File: config.mk
export PLATFORM = sky130hd
export DESIGN_NAME = cis_exec
export DESIGN_NICKNAME = d
export VERILOG_FILES = /design/src/design/cis_exec.v /design/src/design/cis_sub8.v
export VERILOG_INCLUDE_DIRS = /design/src /design/src/design
export SDC_FILE = /design/constraint.sdc
export NUM_CORES = 1
export LEC_CHECK = 0
export ABC_AREA = 1
export BUFFER_PORTS_ARGS = -buffer_cell sky130_fd_sc_hd__buf_2
export CAP_MARGIN = 5
export CORE_MARGIN = 8
export CORE_UTILIZATION = 50
export CTS_CLUSTER_DIAMETER = 200
export CTS_CLUSTER_SIZE = 30
export DETAILED_ROUTE_END_ITERATION = 6
export HOLD_SLACK_MARGIN = 0.08
export PLACE_DENSITY = 0.84
export SLEW_MARGIN = 25
export SYNTH_ARGS = -nofsm -noshare
export SYNTH_HDL_FRONTEND = slang
export SYNTH_HIERARCHICAL = 1
export SYNTH_SLANG_ARGS = --single-unit
File: constraint.sdc
create_clock -name clk -period 5.9 [get_ports clk]
set_input_delay 1.18 -clock clk [delete_from_list [all_inputs] [get_ports clk]]
set_output_delay 1.18 -clock clk [all_outputs]
set_load 0.02 [all_outputs]
File: src/design/cis_consts.vh
`ifndef CIS_CONSTS_VH
`define CIS_CONSTS_VH

// ----------------------------------------------------------------
// wishbone register offsets (byte addresses, one word each)
// ----------------------------------------------------------------
`define CIS_ADDR_W 8
`define CIS_OFS_WORK 8'h00
`define CIS_OFS_STATUS 8'h04
`define CIS_OFS_CTRL 8'h08
`define CIS_OFS_STATE 8'h0C

// ----------------------------------------------------------------
// status register field positions
// ----------------------------------------------------------------
`define CIS_ST_CARRY 0
`define CIS_ST_DIGIT 1
`define CIS_ST_ZERO 2
`define CIS_ST_PDOWN 3
`define CIS_ST_TOUT 4

// ----------------------------------------------------------------
// control register field positions
// ----------------------------------------------------------------
`define CIS_CT_GIE 0
`define CIS_CT_RUN 1
`define CIS_CT_WAKE 2

// ----------------------------------------------------------------
// reset values
// ----------------------------------------------------------------
`define CIS_RST_WORK 8'h00
`define CIS_RST_TOUT 1'b1
`define CIS_RST_PDOWN 1'b1
`define CIS_RST_GIE 1'b0
`define CIS_RST_RUN 1'b1

// ----------------------------------------------------------------
// instruction word layout and opcode patterns
// ----------------------------------------------------------------
`define CIS_IW 14
`define CIS_DEST_BIT 7
`define CIS_MASK_LIT4 14'h3C00
`define CIS_MASK_SUB 14'h3E00
`define CIS_MASK_STORE 14'h3F80
`define CIS_MASK_ROT 14'h3F00
`define CIS_MASK_FULL 14'h3FFF
`define CIS_OP_LOAD_LIT 14'h3000
`define CIS_OP_RET_LIT 14'h3400
`define CIS_OP_LIT_SUB 14'h3C00
`define CIS_OP_STORE_W 14'h0080
`define CIS_OP_ROT_LEFT 14'h0D00
`define CIS_OP_ROT_RIGHT 14'h0C00
`define CIS_OP_IRQ_RET 14'h0009
`define CIS_OP_RETURN 14'h0008
`define CIS_OP_SLEEP 14'h0063

`endif

File: src/design/cis_exec.v
// Overview of operation
// RQ1: load literal writes the 8-bit literal into working register, flags unchanged.
// RQ2: interrupt return loads program counter from stack top, sets interrupt enable.
// RQ3: store copies working register into addressed file register, flags untouched.
// RQ4: return with literal loads working register and pops stack into program counter.
// RQ5: subroutine return pops stack into program counter, two cycles, no flags.
// RQ6: rotate left through carry: old carry to bit 0, bit 7 to carry.
// RQ7: rotate right through carry: old carry to bit 7, bit 0 to carry.
// RQ8: rotate destination bit 0 selects working register, 1 the file register.
// RQ9: sleep clears the watchdog counter and its prescaler.
// RQ10: sleep sets the time-out flag and clears the power-down flag.
// RQ11: after sleep the core halts with the main oscillator stopped.
// RQ12: literal subtract puts literal minus working register into it, updates flags.
// RQ13: subtract carry means no borrow, digit carry no nibble borrow, zero on zero.
// RQ14: all three returns take two cycles and flush the fetched instruction.
`timescale 1ns/1ps
`include "cis_consts.vh"

module cis_exec (
  input wire clk,
  input wire reset,
  // instruction from fetch
  input wire instr_valid,
  input wire [13:0] instr,
  output reg instr_ready,
  // register file
  output reg [6:0] file_addr,
  input wire [7:0] file_rd_data,
  output reg file_wr_en,
  output reg [7:0] file_wr_data,
  // stack and program counter
  input wire [12:0] stack_top,
  output reg stack_pop,
  output reg pc_load,
  output reg [12:0] program_counter,
  output reg flush,
  // watchdog and power
  output reg watchdog_clear,
  output reg prescaler_clear,
  output reg sleep_active,
  output reg osc_halt,
  input wire wake_req,
  output reg global_irq_enable,
  output reg timeout_flag,
  output reg powerdown_flag,
  // wishbone slave
  input wire wb_cyc_i,
  input wire wb_stb_i,
  input wire wb_we_i,
  input wire [7:0] wb_adr_i,
  input wire [3:0] wb_sel_i,
  input wire [31:0] wb_dat_i,
  output reg [31:0] wb_dat_o,
  output reg wb_ack_o
);

  // ----------------------------------------------------------------
  // states
  // ----------------------------------------------------------------
  localparam ST_IDLE = 2'd0;
  localparam ST_EXEC = 2'd1;
  localparam ST_FLUSH = 2'd2;
  localparam ST_SLEEP = 2'd3;

  // ----------------------------------------------------------------
  // architectural state and flags
  // ----------------------------------------------------------------
  reg [1:0] state;
  reg [13:0] op;
  reg [7:0] work;
  reg carry;
  reg digit_carry_flag;
  reg zero;
  reg run_enable;

  // operand fields and datapath taps
  wire [7:0] lit;
  wire dest_file;
  wire [7:0] sub_diff;
  wire sub_c;
  wire sub_dc;
  wire sub_z;
  wire bus_write;
  wire bus_hit;
  wire wake_write;

  assign lit = op[7:0];
  assign dest_file = op[`CIS_DEST_BIT];

  // ----------------------------------------------------------------
  // subtract datapath
  // ----------------------------------------------------------------
  // carry comes from the ninth difference bit, set means no borrow
  cis_sub8 u_sub (
    .minuend(lit),
    .subtrahend(work),
    .diff(sub_diff),
    .no_borrow(sub_c),
    .nibble_no_borrow(sub_dc),
    .is_zero(sub_z)
  );

  // ----------------------------------------------------------------
  // instruction decode
  // ----------------------------------------------------------------

  // opcode match helpers
  wire is_load_lit = (op & `CIS_MASK_LIT4) == `CIS_OP_LOAD_LIT;
  wire is_ret_lit = (op & `CIS_MASK_LIT4) == `CIS_OP_RET_LIT;
  wire is_lit_sub = (op & `CIS_MASK_SUB) == `CIS_OP_LIT_SUB;
  wire is_store = (op & `CIS_MASK_STORE) == `CIS_OP_STORE_W;
  wire is_rot_left = (op & `CIS_MASK_ROT) == `CIS_OP_ROT_LEFT;
  wire is_rot_right = (op & `CIS_MASK_ROT) == `CIS_OP_ROT_RIGHT;
  wire is_irq_ret = (op & `CIS_MASK_FULL) == `CIS_OP_IRQ_RET;
  wire is_return = (op & `CIS_MASK_FULL) == `CIS_OP_RETURN;
  wire is_sleep = (op & `CIS_MASK_FULL) == `CIS_OP_SLEEP;

  // only carry moves on a rotate; digit carry and zero keep their values
  // rotate results, file data is valid since address went out at accept
  wire [7:0] rot_left_val = {file_rd_data[6:0], carry};
  wire [7:0] rot_right_val = {carry, file_rd_data[7:1]};

  // ----------------------------------------------------------------
  // wishbone decode
  // ----------------------------------------------------------------
  // map: 00h working register, 04h status (power-down, time-out read only),
  // 08h control (interrupt enable, run, wake), 0Ch sequencer state;
  // sel[0] alone qualifies writes since every field sits in the low byte;
  // wake is a write-one pulse, never stored, so it always reads back as 0
  // write lands on the edge where ack is seen high, as the master expects
  assign bus_write = wb_cyc_i & wb_stb_i & wb_we_i & wb_ack_o & wb_sel_i[0];
  assign bus_hit = wb_cyc_i & wb_stb_i & ~wb_ack_o;
  assign wake_write = bus_write & (wb_adr_i == `CIS_OFS_CTRL) & wb_dat_i[`CIS_CT_WAKE];

  // ack one cycle after the request, read data captured alongside
  always @(posedge clk) begin
    if (reset) begin
      wb_ack_o <= 1'b0;
      wb_dat_o <= 32'h00000000;
    end else begin
      wb_ack_o <= bus_hit;
      if (bus_hit) begin
        case (wb_adr_i)
          `CIS_OFS_WORK: wb_dat_o <= {24'h000000, work};
          `CIS_OFS_STATUS: wb_dat_o <= {27'h0000000, timeout_flag, powerdown_flag,
                                        zero, digit_carry_flag, carry};
          `CIS_OFS_CTRL: wb_dat_o <= {30'h00000000, run_enable, global_irq_enable};
          `CIS_OFS_STATE: wb_dat_o <= {28'h0000000, osc_halt, sleep_active, state};
          default: wb_dat_o <= 32'h00000000; // unmapped reads as zero
        endcase
      end
    end
  end

  // ----------------------------------------------------------------
  // sequencer and execution
  // ----------------------------------------------------------------
  // an executing instruction wins over a software write to the same state
  always @(posedge clk) begin
    if (reset) begin
      state <= ST_IDLE;
      op <= 14'h0000;
      instr_ready <= 1'b0;
      file_addr <= 7'h00;
      file_wr_en <= 1'b0;
      file_wr_data <= 8'h00;
      stack_pop <= 1'b0;
      pc_load <= 1'b0;
      program_counter <= 13'h0000;
      flush <= 1'b0;
      watchdog_clear <= 1'b0;
      prescaler_clear <= 1'b0;
      sleep_active <= 1'b0;
      osc_halt <= 1'b0;
      global_irq_enable <= `CIS_RST_GIE;
      timeout_flag <= `CIS_RST_TOUT;
      powerdown_flag <= `CIS_RST_PDOWN;
      work <= `CIS_RST_WORK;
      carry <= 1'b0;
      digit_carry_flag <= 1'b0;
      zero <= 1'b0;
      run_enable <= `CIS_RST_RUN;
    end else begin
      // strobes are single cycle unless set below
      file_wr_en <= 1'b0;
      stack_pop <= 1'b0;
      pc_load <= 1'b0;
      flush <= 1'b0;
      watchdog_clear <= 1'b0;
      prescaler_clear <= 1'b0;

      // software side writes, only while no instruction is in execution
      if (bus_write && state != ST_EXEC) begin
        case (wb_adr_i)
          `CIS_OFS_WORK: work <= wb_dat_i[7:0];
          `CIS_OFS_STATUS: begin
            carry <= wb_dat_i[`CIS_ST_CARRY];
            digit_carry_flag <= wb_dat_i[`CIS_ST_DIGIT];
            zero <= wb_dat_i[`CIS_ST_ZERO];
          end
          `CIS_OFS_CTRL: begin
            global_irq_enable <= wb_dat_i[`CIS_CT_GIE];
            run_enable <= wb_dat_i[`CIS_CT_RUN];
          end
          default: ;
        endcase
      end

      case (state)
        ST_IDLE: begin
          // the run bit gates acceptance, letting software freeze the core
          // file address goes out at accept, so read data is ready in exec
          instr_ready <= run_enable;
          if (instr_valid && instr_ready) begin
            op <= instr;
            file_addr <= instr[6:0];
            instr_ready <= 1'b0;
            state <= ST_EXEC;
          end
        end
        ST_EXEC: begin
          state <= ST_IDLE;
          instr_ready <= run_enable;
          if (is_load_lit) begin
            // RQ1: literal into work
            work <= lit;
          end else if (is_lit_sub) begin
            // RQ12: literal minus work
            work <= sub_diff;
            // RQ13: borrow style flags
            carry <= sub_c;
            digit_carry_flag <= sub_dc;
            zero <= sub_z;
          end else if (is_store) begin
            // RQ3: work to file
            file_wr_en <= 1'b1;
            file_wr_data <= work;
          end else if (is_rot_left || is_rot_right) begin
            // RQ6: left through carry
            // RQ7: right through carry
            carry <= is_rot_left ? file_rd_data[7] : file_rd_data[0];
            // RQ8: destination select
            if (dest_file) begin
              file_wr_en <= 1'b1;
              file_wr_data <= is_rot_left ? rot_left_val : rot_right_val;
            end else begin
              work <= is_rot_left ? rot_left_val : rot_right_val;
            end
          end else if (is_irq_ret || is_ret_lit || is_return) begin
            // RQ5: pop into counter
            stack_pop <= 1'b1;
            pc_load <= 1'b1;
            program_counter <= stack_top;
            // RQ14: second cycle flushes
            flush <= 1'b1;
            instr_ready <= 1'b0;
            state <= ST_FLUSH;
            // RQ4: literal with return
            if (is_ret_lit) begin
              work <= lit;
            end
            // RQ2: enable interrupts
            if (is_irq_ret) begin
              global_irq_enable <= 1'b1;
            end
          end else if (is_sleep) begin
            // RQ9: clear watchdog
            watchdog_clear <= 1'b1;
            prescaler_clear <= 1'b1;
            // RQ10: power flags
            timeout_flag <= 1'b1;
            powerdown_flag <= 1'b0;
            // RQ11: halt oscillator
            sleep_active <= 1'b1;
            osc_halt <= 1'b1;
            instr_ready <= 1'b0;
            state <= ST_SLEEP;
          end
          // anything else outside the subset retires as a no-op
        end
        ST_FLUSH: begin
          // the already fetched word is dropped here
          instr_ready <= run_enable;
          state <= ST_IDLE;
        end
        ST_SLEEP: begin
          // RQ11: stay halted until woken
          instr_ready <= 1'b0;
          if (wake_req || wake_write) begin
            sleep_active <= 1'b0;
            osc_halt <= 1'b0;
            state <= ST_IDLE;
          end
        end
        default: begin
          state <= ST_IDLE;
        end
      endcase
    end
  end

endmodule // cis_exec

File: src/design/cis_sub8.v
`timescale 1ns/1ps

// ----------------------------------------------------------------
// literal minus working register, with flags
// ----------------------------------------------------------------
module cis_sub8 (
  input wire [7:0] minuend,
  input wire [7:0] subtrahend,
  output wire [7:0] diff,
  output wire no_borrow,
  output wire nibble_no_borrow,
  output wire is_zero
);

  wire [8:0] full;
  wire [4:0] low;

  // ninth bit set means a borrow was taken
  assign full = {1'b0, minuend} - {1'b0, subtrahend};
  assign low = {1'b0, minuend[3:0]} - {1'b0, subtrahend[3:0]};
  assign diff = full[7:0];
  assign no_borrow = ~full[8];
  assign nibble_no_borrow = ~low[4];
  assign is_zero = (full[7:0] == 8'h00);

endmodule // cis_sub8

# ---- Yosys cells after proc, flatten, opt, wreduce, memory -nomap -nowiden
# Index checks and enable logic that the tools add are counted.
dict set report word_totals {
  inputBits 86
  output_inout_bits 73
  wordCells 155
  ff_bits 96
}
dict set report classes {
  bitwise_logic 16
  n_eq_ne 24
  muxes 72
  reduce_logical 22
  addsub 2
}
# op count
set op_table {}
lappend op_table {{two-way mux 8 bit} 14}
lappend op_table {{two-way mux 1 bit} 46}
lappend op_table {{one-hot mux 8 bit (4 select lines)} 1}
lappend op_table {{== test 14 x 4 -> 1 bit, second input constant} 2}
lappend op_table {{== test 8 x 4 -> 1 bit, second input constant} 2}
lappend op_table {{zero test 8 bit} 2}
lappend op_table {{two-way mux 2 bit} 8}
lappend op_table {{inequality test 2 bit, second input constant} 8}
lappend op_table {{== test 14 x 7 -> 1 bit, second input constant} 1}
lappend op_table {{== test 6 x 4 -> 1 bit, second input constant} 2}
lappend op_table {{inverter 1 bit} 9}
lappend op_table {{subtractor 8 x 8 -> 9 bit} 1}
lappend op_table {{== test 4 bit, second input constant} 2}
lappend op_table {{== test 8 x 3 -> 1 bit, second input constant} 1}
lappend op_table {{one-hot mux 2 bit (4 select lines)} 1}
lappend op_table {{AND reduction 8 bit} 1}
lappend op_table {{bitwise AND 1 bit} 7}
lappend op_table {{== test 7 x 1 -> 1 bit, second input constant} 1}
lappend op_table {{AND reduction 7 bit} 1}
lappend op_table {{OR reduction 7 bit} 1}
lappend op_table {{AND reduction 2 bit} 3}
lappend op_table {{AND reduction 6 bit} 1}
lappend op_table {{nonzero test 2 bit} 3}
lappend op_table {{OR reduction 6 bit} 1}
lappend op_table {{12 further kinds} 17}

# ---- Logic depth before layout (Yosys ltp)
dict set report logic_depth {
  word_depth 13
  depth_mapped 17
  depth_no_buf 17
}

# ---- Cells and area by module
# Netlist, hierarchy kept.
# mod cells_each seq_area_each_um2 area_each_um2 instances
set by_module_without_submodules {}
lappend by_module_without_submodules {cis_exec 568 1301.2 3682.3 1}
lappend by_module_without_submodules {cis_sub8 92 0.0 488.0 1}

# ---- Worst setup path after synthesis
# No wires, ideal clock.
dict set report synth_path {
  path_kind {input to register}
  from {in wb_adr_i[1]}
  to {reg digit_carry_flag}
  setup_time_ps 116
  required_ps 5784
  path_buffers 0
  arrival_time_ps 2167
  stages 8
  slack_ps 3617
  path_cell_list {nor2_1 nand3_1 nor2_1 nand2_1 a21oi_1 o21ai_0 o211ai_1 inv_1}
}
dict set report synth_between {
  elab_chain_len 6
}
# item line_no
set synth_lines {}
lappend synth_lines {{from (decl)} cis_exec.v:50} ;# input wire [7:0] wb_adr_i,
lappend synth_lines {{== test 8 x 3 -> 1 bit *} cis_exec.v:194} ;# case (wb_adr_i)
lappend synth_lines {{two-way mux 1 bit *} cis_exec.v:194}
lappend synth_lines {{two-way mux 1 bit *} cis_exec.v:193} ;# if (bus_write && state != ST_EXEC) begin
lappend synth_lines {{two-way mux 1 bit} cis_exec.v:227} ;# end else if (is_lit_sub) begin
lappend synth_lines {{two-way mux 1 bit} cis_exec.v:224} ;# if (is_load_lit) begin
lappend synth_lines {{two-way mux 1 bit *} cis_exec.v:209} ;# case (state)
lappend synth_lines {{to (signal assigned)} cis_exec.v:198} ;# digit_carry_flag <= wb_dat_i[`CIS_ST_DIGIT];
lappend synth_lines {{to (signal assigned)} cis_exec.v:232} ;# digit_carry_flag <= sub_dc;
lappend synth_lines {{to (decl)} cis_exec.v:72} ;# reg digit_carry_flag;
# Mark *: on every way between the ends. The rest lies on a longest branch, timed or not.
# A chain may end at the register's enable or synchronous reset.

==> reports/metrics.yaml <==
ys_seq_elements: 65
grt_antenna_before_repair: 0
outcome: "finished, final reports clean"
drtIter0Drc: 328
fmax_mhz: 355
hold_viol_final: 0
maxCapViolations: 0
gp_congestion: 0.968
timing.final.crit_share_pct: 47.8
die_w_um: 107
cts_tree: "built"
ys_types: 36
clk_latency_ps: 350
synthAdderAreaFrac_pct: 2.88
worstSetupEndpointType: "register"
finalSetupViolations: 0
dp_hpwl_um: 9990
die_y_um: 107
grt_first_pass_wirelength_um: 20500
crit_buf_inv: 2
cp_max_fo: 36
drc: 0
firstDrtPassIters: 5
critPathMaxStageDelay_ps: 920
wl_um: 12900
diodes: 0
tightest_slew_ps: 951
relSlewSlack_pct: 36.4
postCtsHoldBufs: 0
synth-simple-area-share_pct: 36.1
grt_util_all_layers_pct: 22.0
worstPathCellList: "buf_2 -> clkinv_1 -> o21ai_0 -> a21oi_1"
vias: 4563
layout_commonest_cell: "nand2_1"
area_delta_synth_final_pct: 15.0
synthesis.area_um2: 4170
critPathSlowestCell: "clkinv_1"
viasPerCell: 5.33
dp.cells: 840
syn_avg_cell_area_um2: 6.32
io_pins: 159
numCtsBuffers: 9
io_buffers: 106
clk_pin_slew_ps: 80
fin_nets: 841
muxShareOfSynthArea_pct: 0
fillers: 804
crit_required_ps: 6110
synthArstFlopShare_pct: 0
synth_edf_count: 0
grt_pass1_vias: 4328
synthFlopType: "dfxtp_1"
crit_type: "input pin to register"
ctsResizeCount: 0
root_buffer: "clkbuf_8"
ys_seq_area_share_pct: 31.2
core_area_um2: 8130
vdd_drop_max_v: 0.0000981
cts_setup_buffers: 0
fin_util_pct: 58.9
min_period_ps: 2820
cts_max_level: 3
dieArea_um2: 11500
synth_top_family_by_area: "simple AND/OR/NAND/NOR gates"
drive_above_1_share_pct: 19.2
start_kind: "input pin"
fin_skew_ps: 9.41
start_util_pct: 51.3
finalNonFillerCells: 856
synth_compound_gate_area_share_pct: 13.9
crit_family: "buffers and inverters"
clock_sinks: 65
critical_path_arrival_ps: 3030
yosysWarnings: 6
rows: 33
routedWlPerCell_um: 15.1
powerDensity_nw_per_um2: 226
synth_xor_area_share_pct: 0
setup_tns_ps: 0
overflow: 0
synthCells: 660
min_path_type: "register to register"
power.leakage_nw: 2.48
rsz0062_at_grt: "no"
clockBufferDepth: 2
grt_max_degree: 37
detail-route-antenna-nets: 0
maxSlewViolCount: 0
mostFrequentLayoutCells: "177 x nand2_1, 106 x buf_2, 78 x inv_1, 65 x nand3_1, 65 x dfxtp_1"
-- cells by family after synthesis --
logic type | Yosys count
simple gates | 337
compound gates | 111
buf+inv | 136
flops | 65
fa+ha+maj | 9
other cells | 2
-- through the flow --
step	hold slack [ps]	total power [mW]	area [µm²]	setup WS (ps)
CTS	465	1.08	4790	3100
detailed placement	454	0.651	4570	2740
floorplan	457	0.613	4260	3620
finish	467	1.08	4790	3080
global placement	446	0.645	4570	2810
global route	487	1.13	4790	2790
-- sequential cells by signal (all words and copies together) (netlist names), 2 cells and up --
| name | count |
|---|---|
| file_addr | 6 |
| file_wr_data | 8 |
| op | 8 |
| program_counter | 13 |
| state | 2 |
| wb_dat_o | 8 |
| work | 8 |
-- layout make-up --
cell class	count	area, µm²	share of cell area [%]
tap	105	131	2.74
clock inverter	6	90.1	1.88
timing repair buffer	106	531	11.1
sequential	65	1300	27.1
inverter	82	308	6.42
clock buffer	10	138	2.87
multi-input combinational	482	2300	47.9
-- tightest hold or removal path, stage by stage (launching register included) --
cell and delay, ps:
dfxtp_1 320, nand2_1 60, a21oi_1 50
-- where the power goes --
group / internal [mW] / total [mW] / leakage [nW] / switching [mW]
Combinational: 0.0574 / 0.182 / 1.84 / 0.125
Sequential: 0.449 / 0.462 / 0.527 / 0.0130
Clock: 0.251 / 0.439 / 0.113 / 0.188
-- synth_stat cells, types with 2 or more instances --
cell type | number | share of area, %
a21oi_1 | 63 | 7.6
buf_2 | 5 | 0.60
buf_4 | 38 | 6.8
clkbuf_1 | 10 | 0.90
clkinv_1 | 2 | 0.18
conb_1 | 2 | 0.18
dfxtp_1 | 65 | 31
ha_1 | 8 | 2.4
inv_1 | 78 | 7.0
inv_2 | 2 | 0.18
nand2_1 | 177 | 16
nand2_2 | 7 | 1.1
nand3_1 | 65 | 7.8
nand3_2 | 3 | 0.72
nand3b_1 | 3 | 0.54
nand4_1 | 17 | 2.6
nor2_1 | 50 | 4.5
nor2_2 | 3 | 0.45
nor2_4 | 3 | 0.81
nor3_1 | 3 | 0.36
o211ai_1 | 2 | 0.36
o21ai_0 | 29 | 3.5
o21ai_1 | 7 | 0.84
o22ai_1 | 6 | 0.90
-- worst paths after layout --
check	from	end	slack [ps]	cells after the start
setup / recovery	reset	file_addr[3]	3080	4
hold / removal	program_counter[10]	program_counter[10]	470	2
setup reg to reg	file_addr[0]	work[6]	3500	17
hold reg to reg	program_counter[10]	program_counter[10]	470	2
-- metal layers --
metal  part of all wire [%]  GRT usage (%)
met3                    9.5           5.63
met4                    2.6           9.65
met5                      0              0
met2                     47           36.1
met1                     41           26.5
No activity file was read; power rests on OpenSTA's default activity.
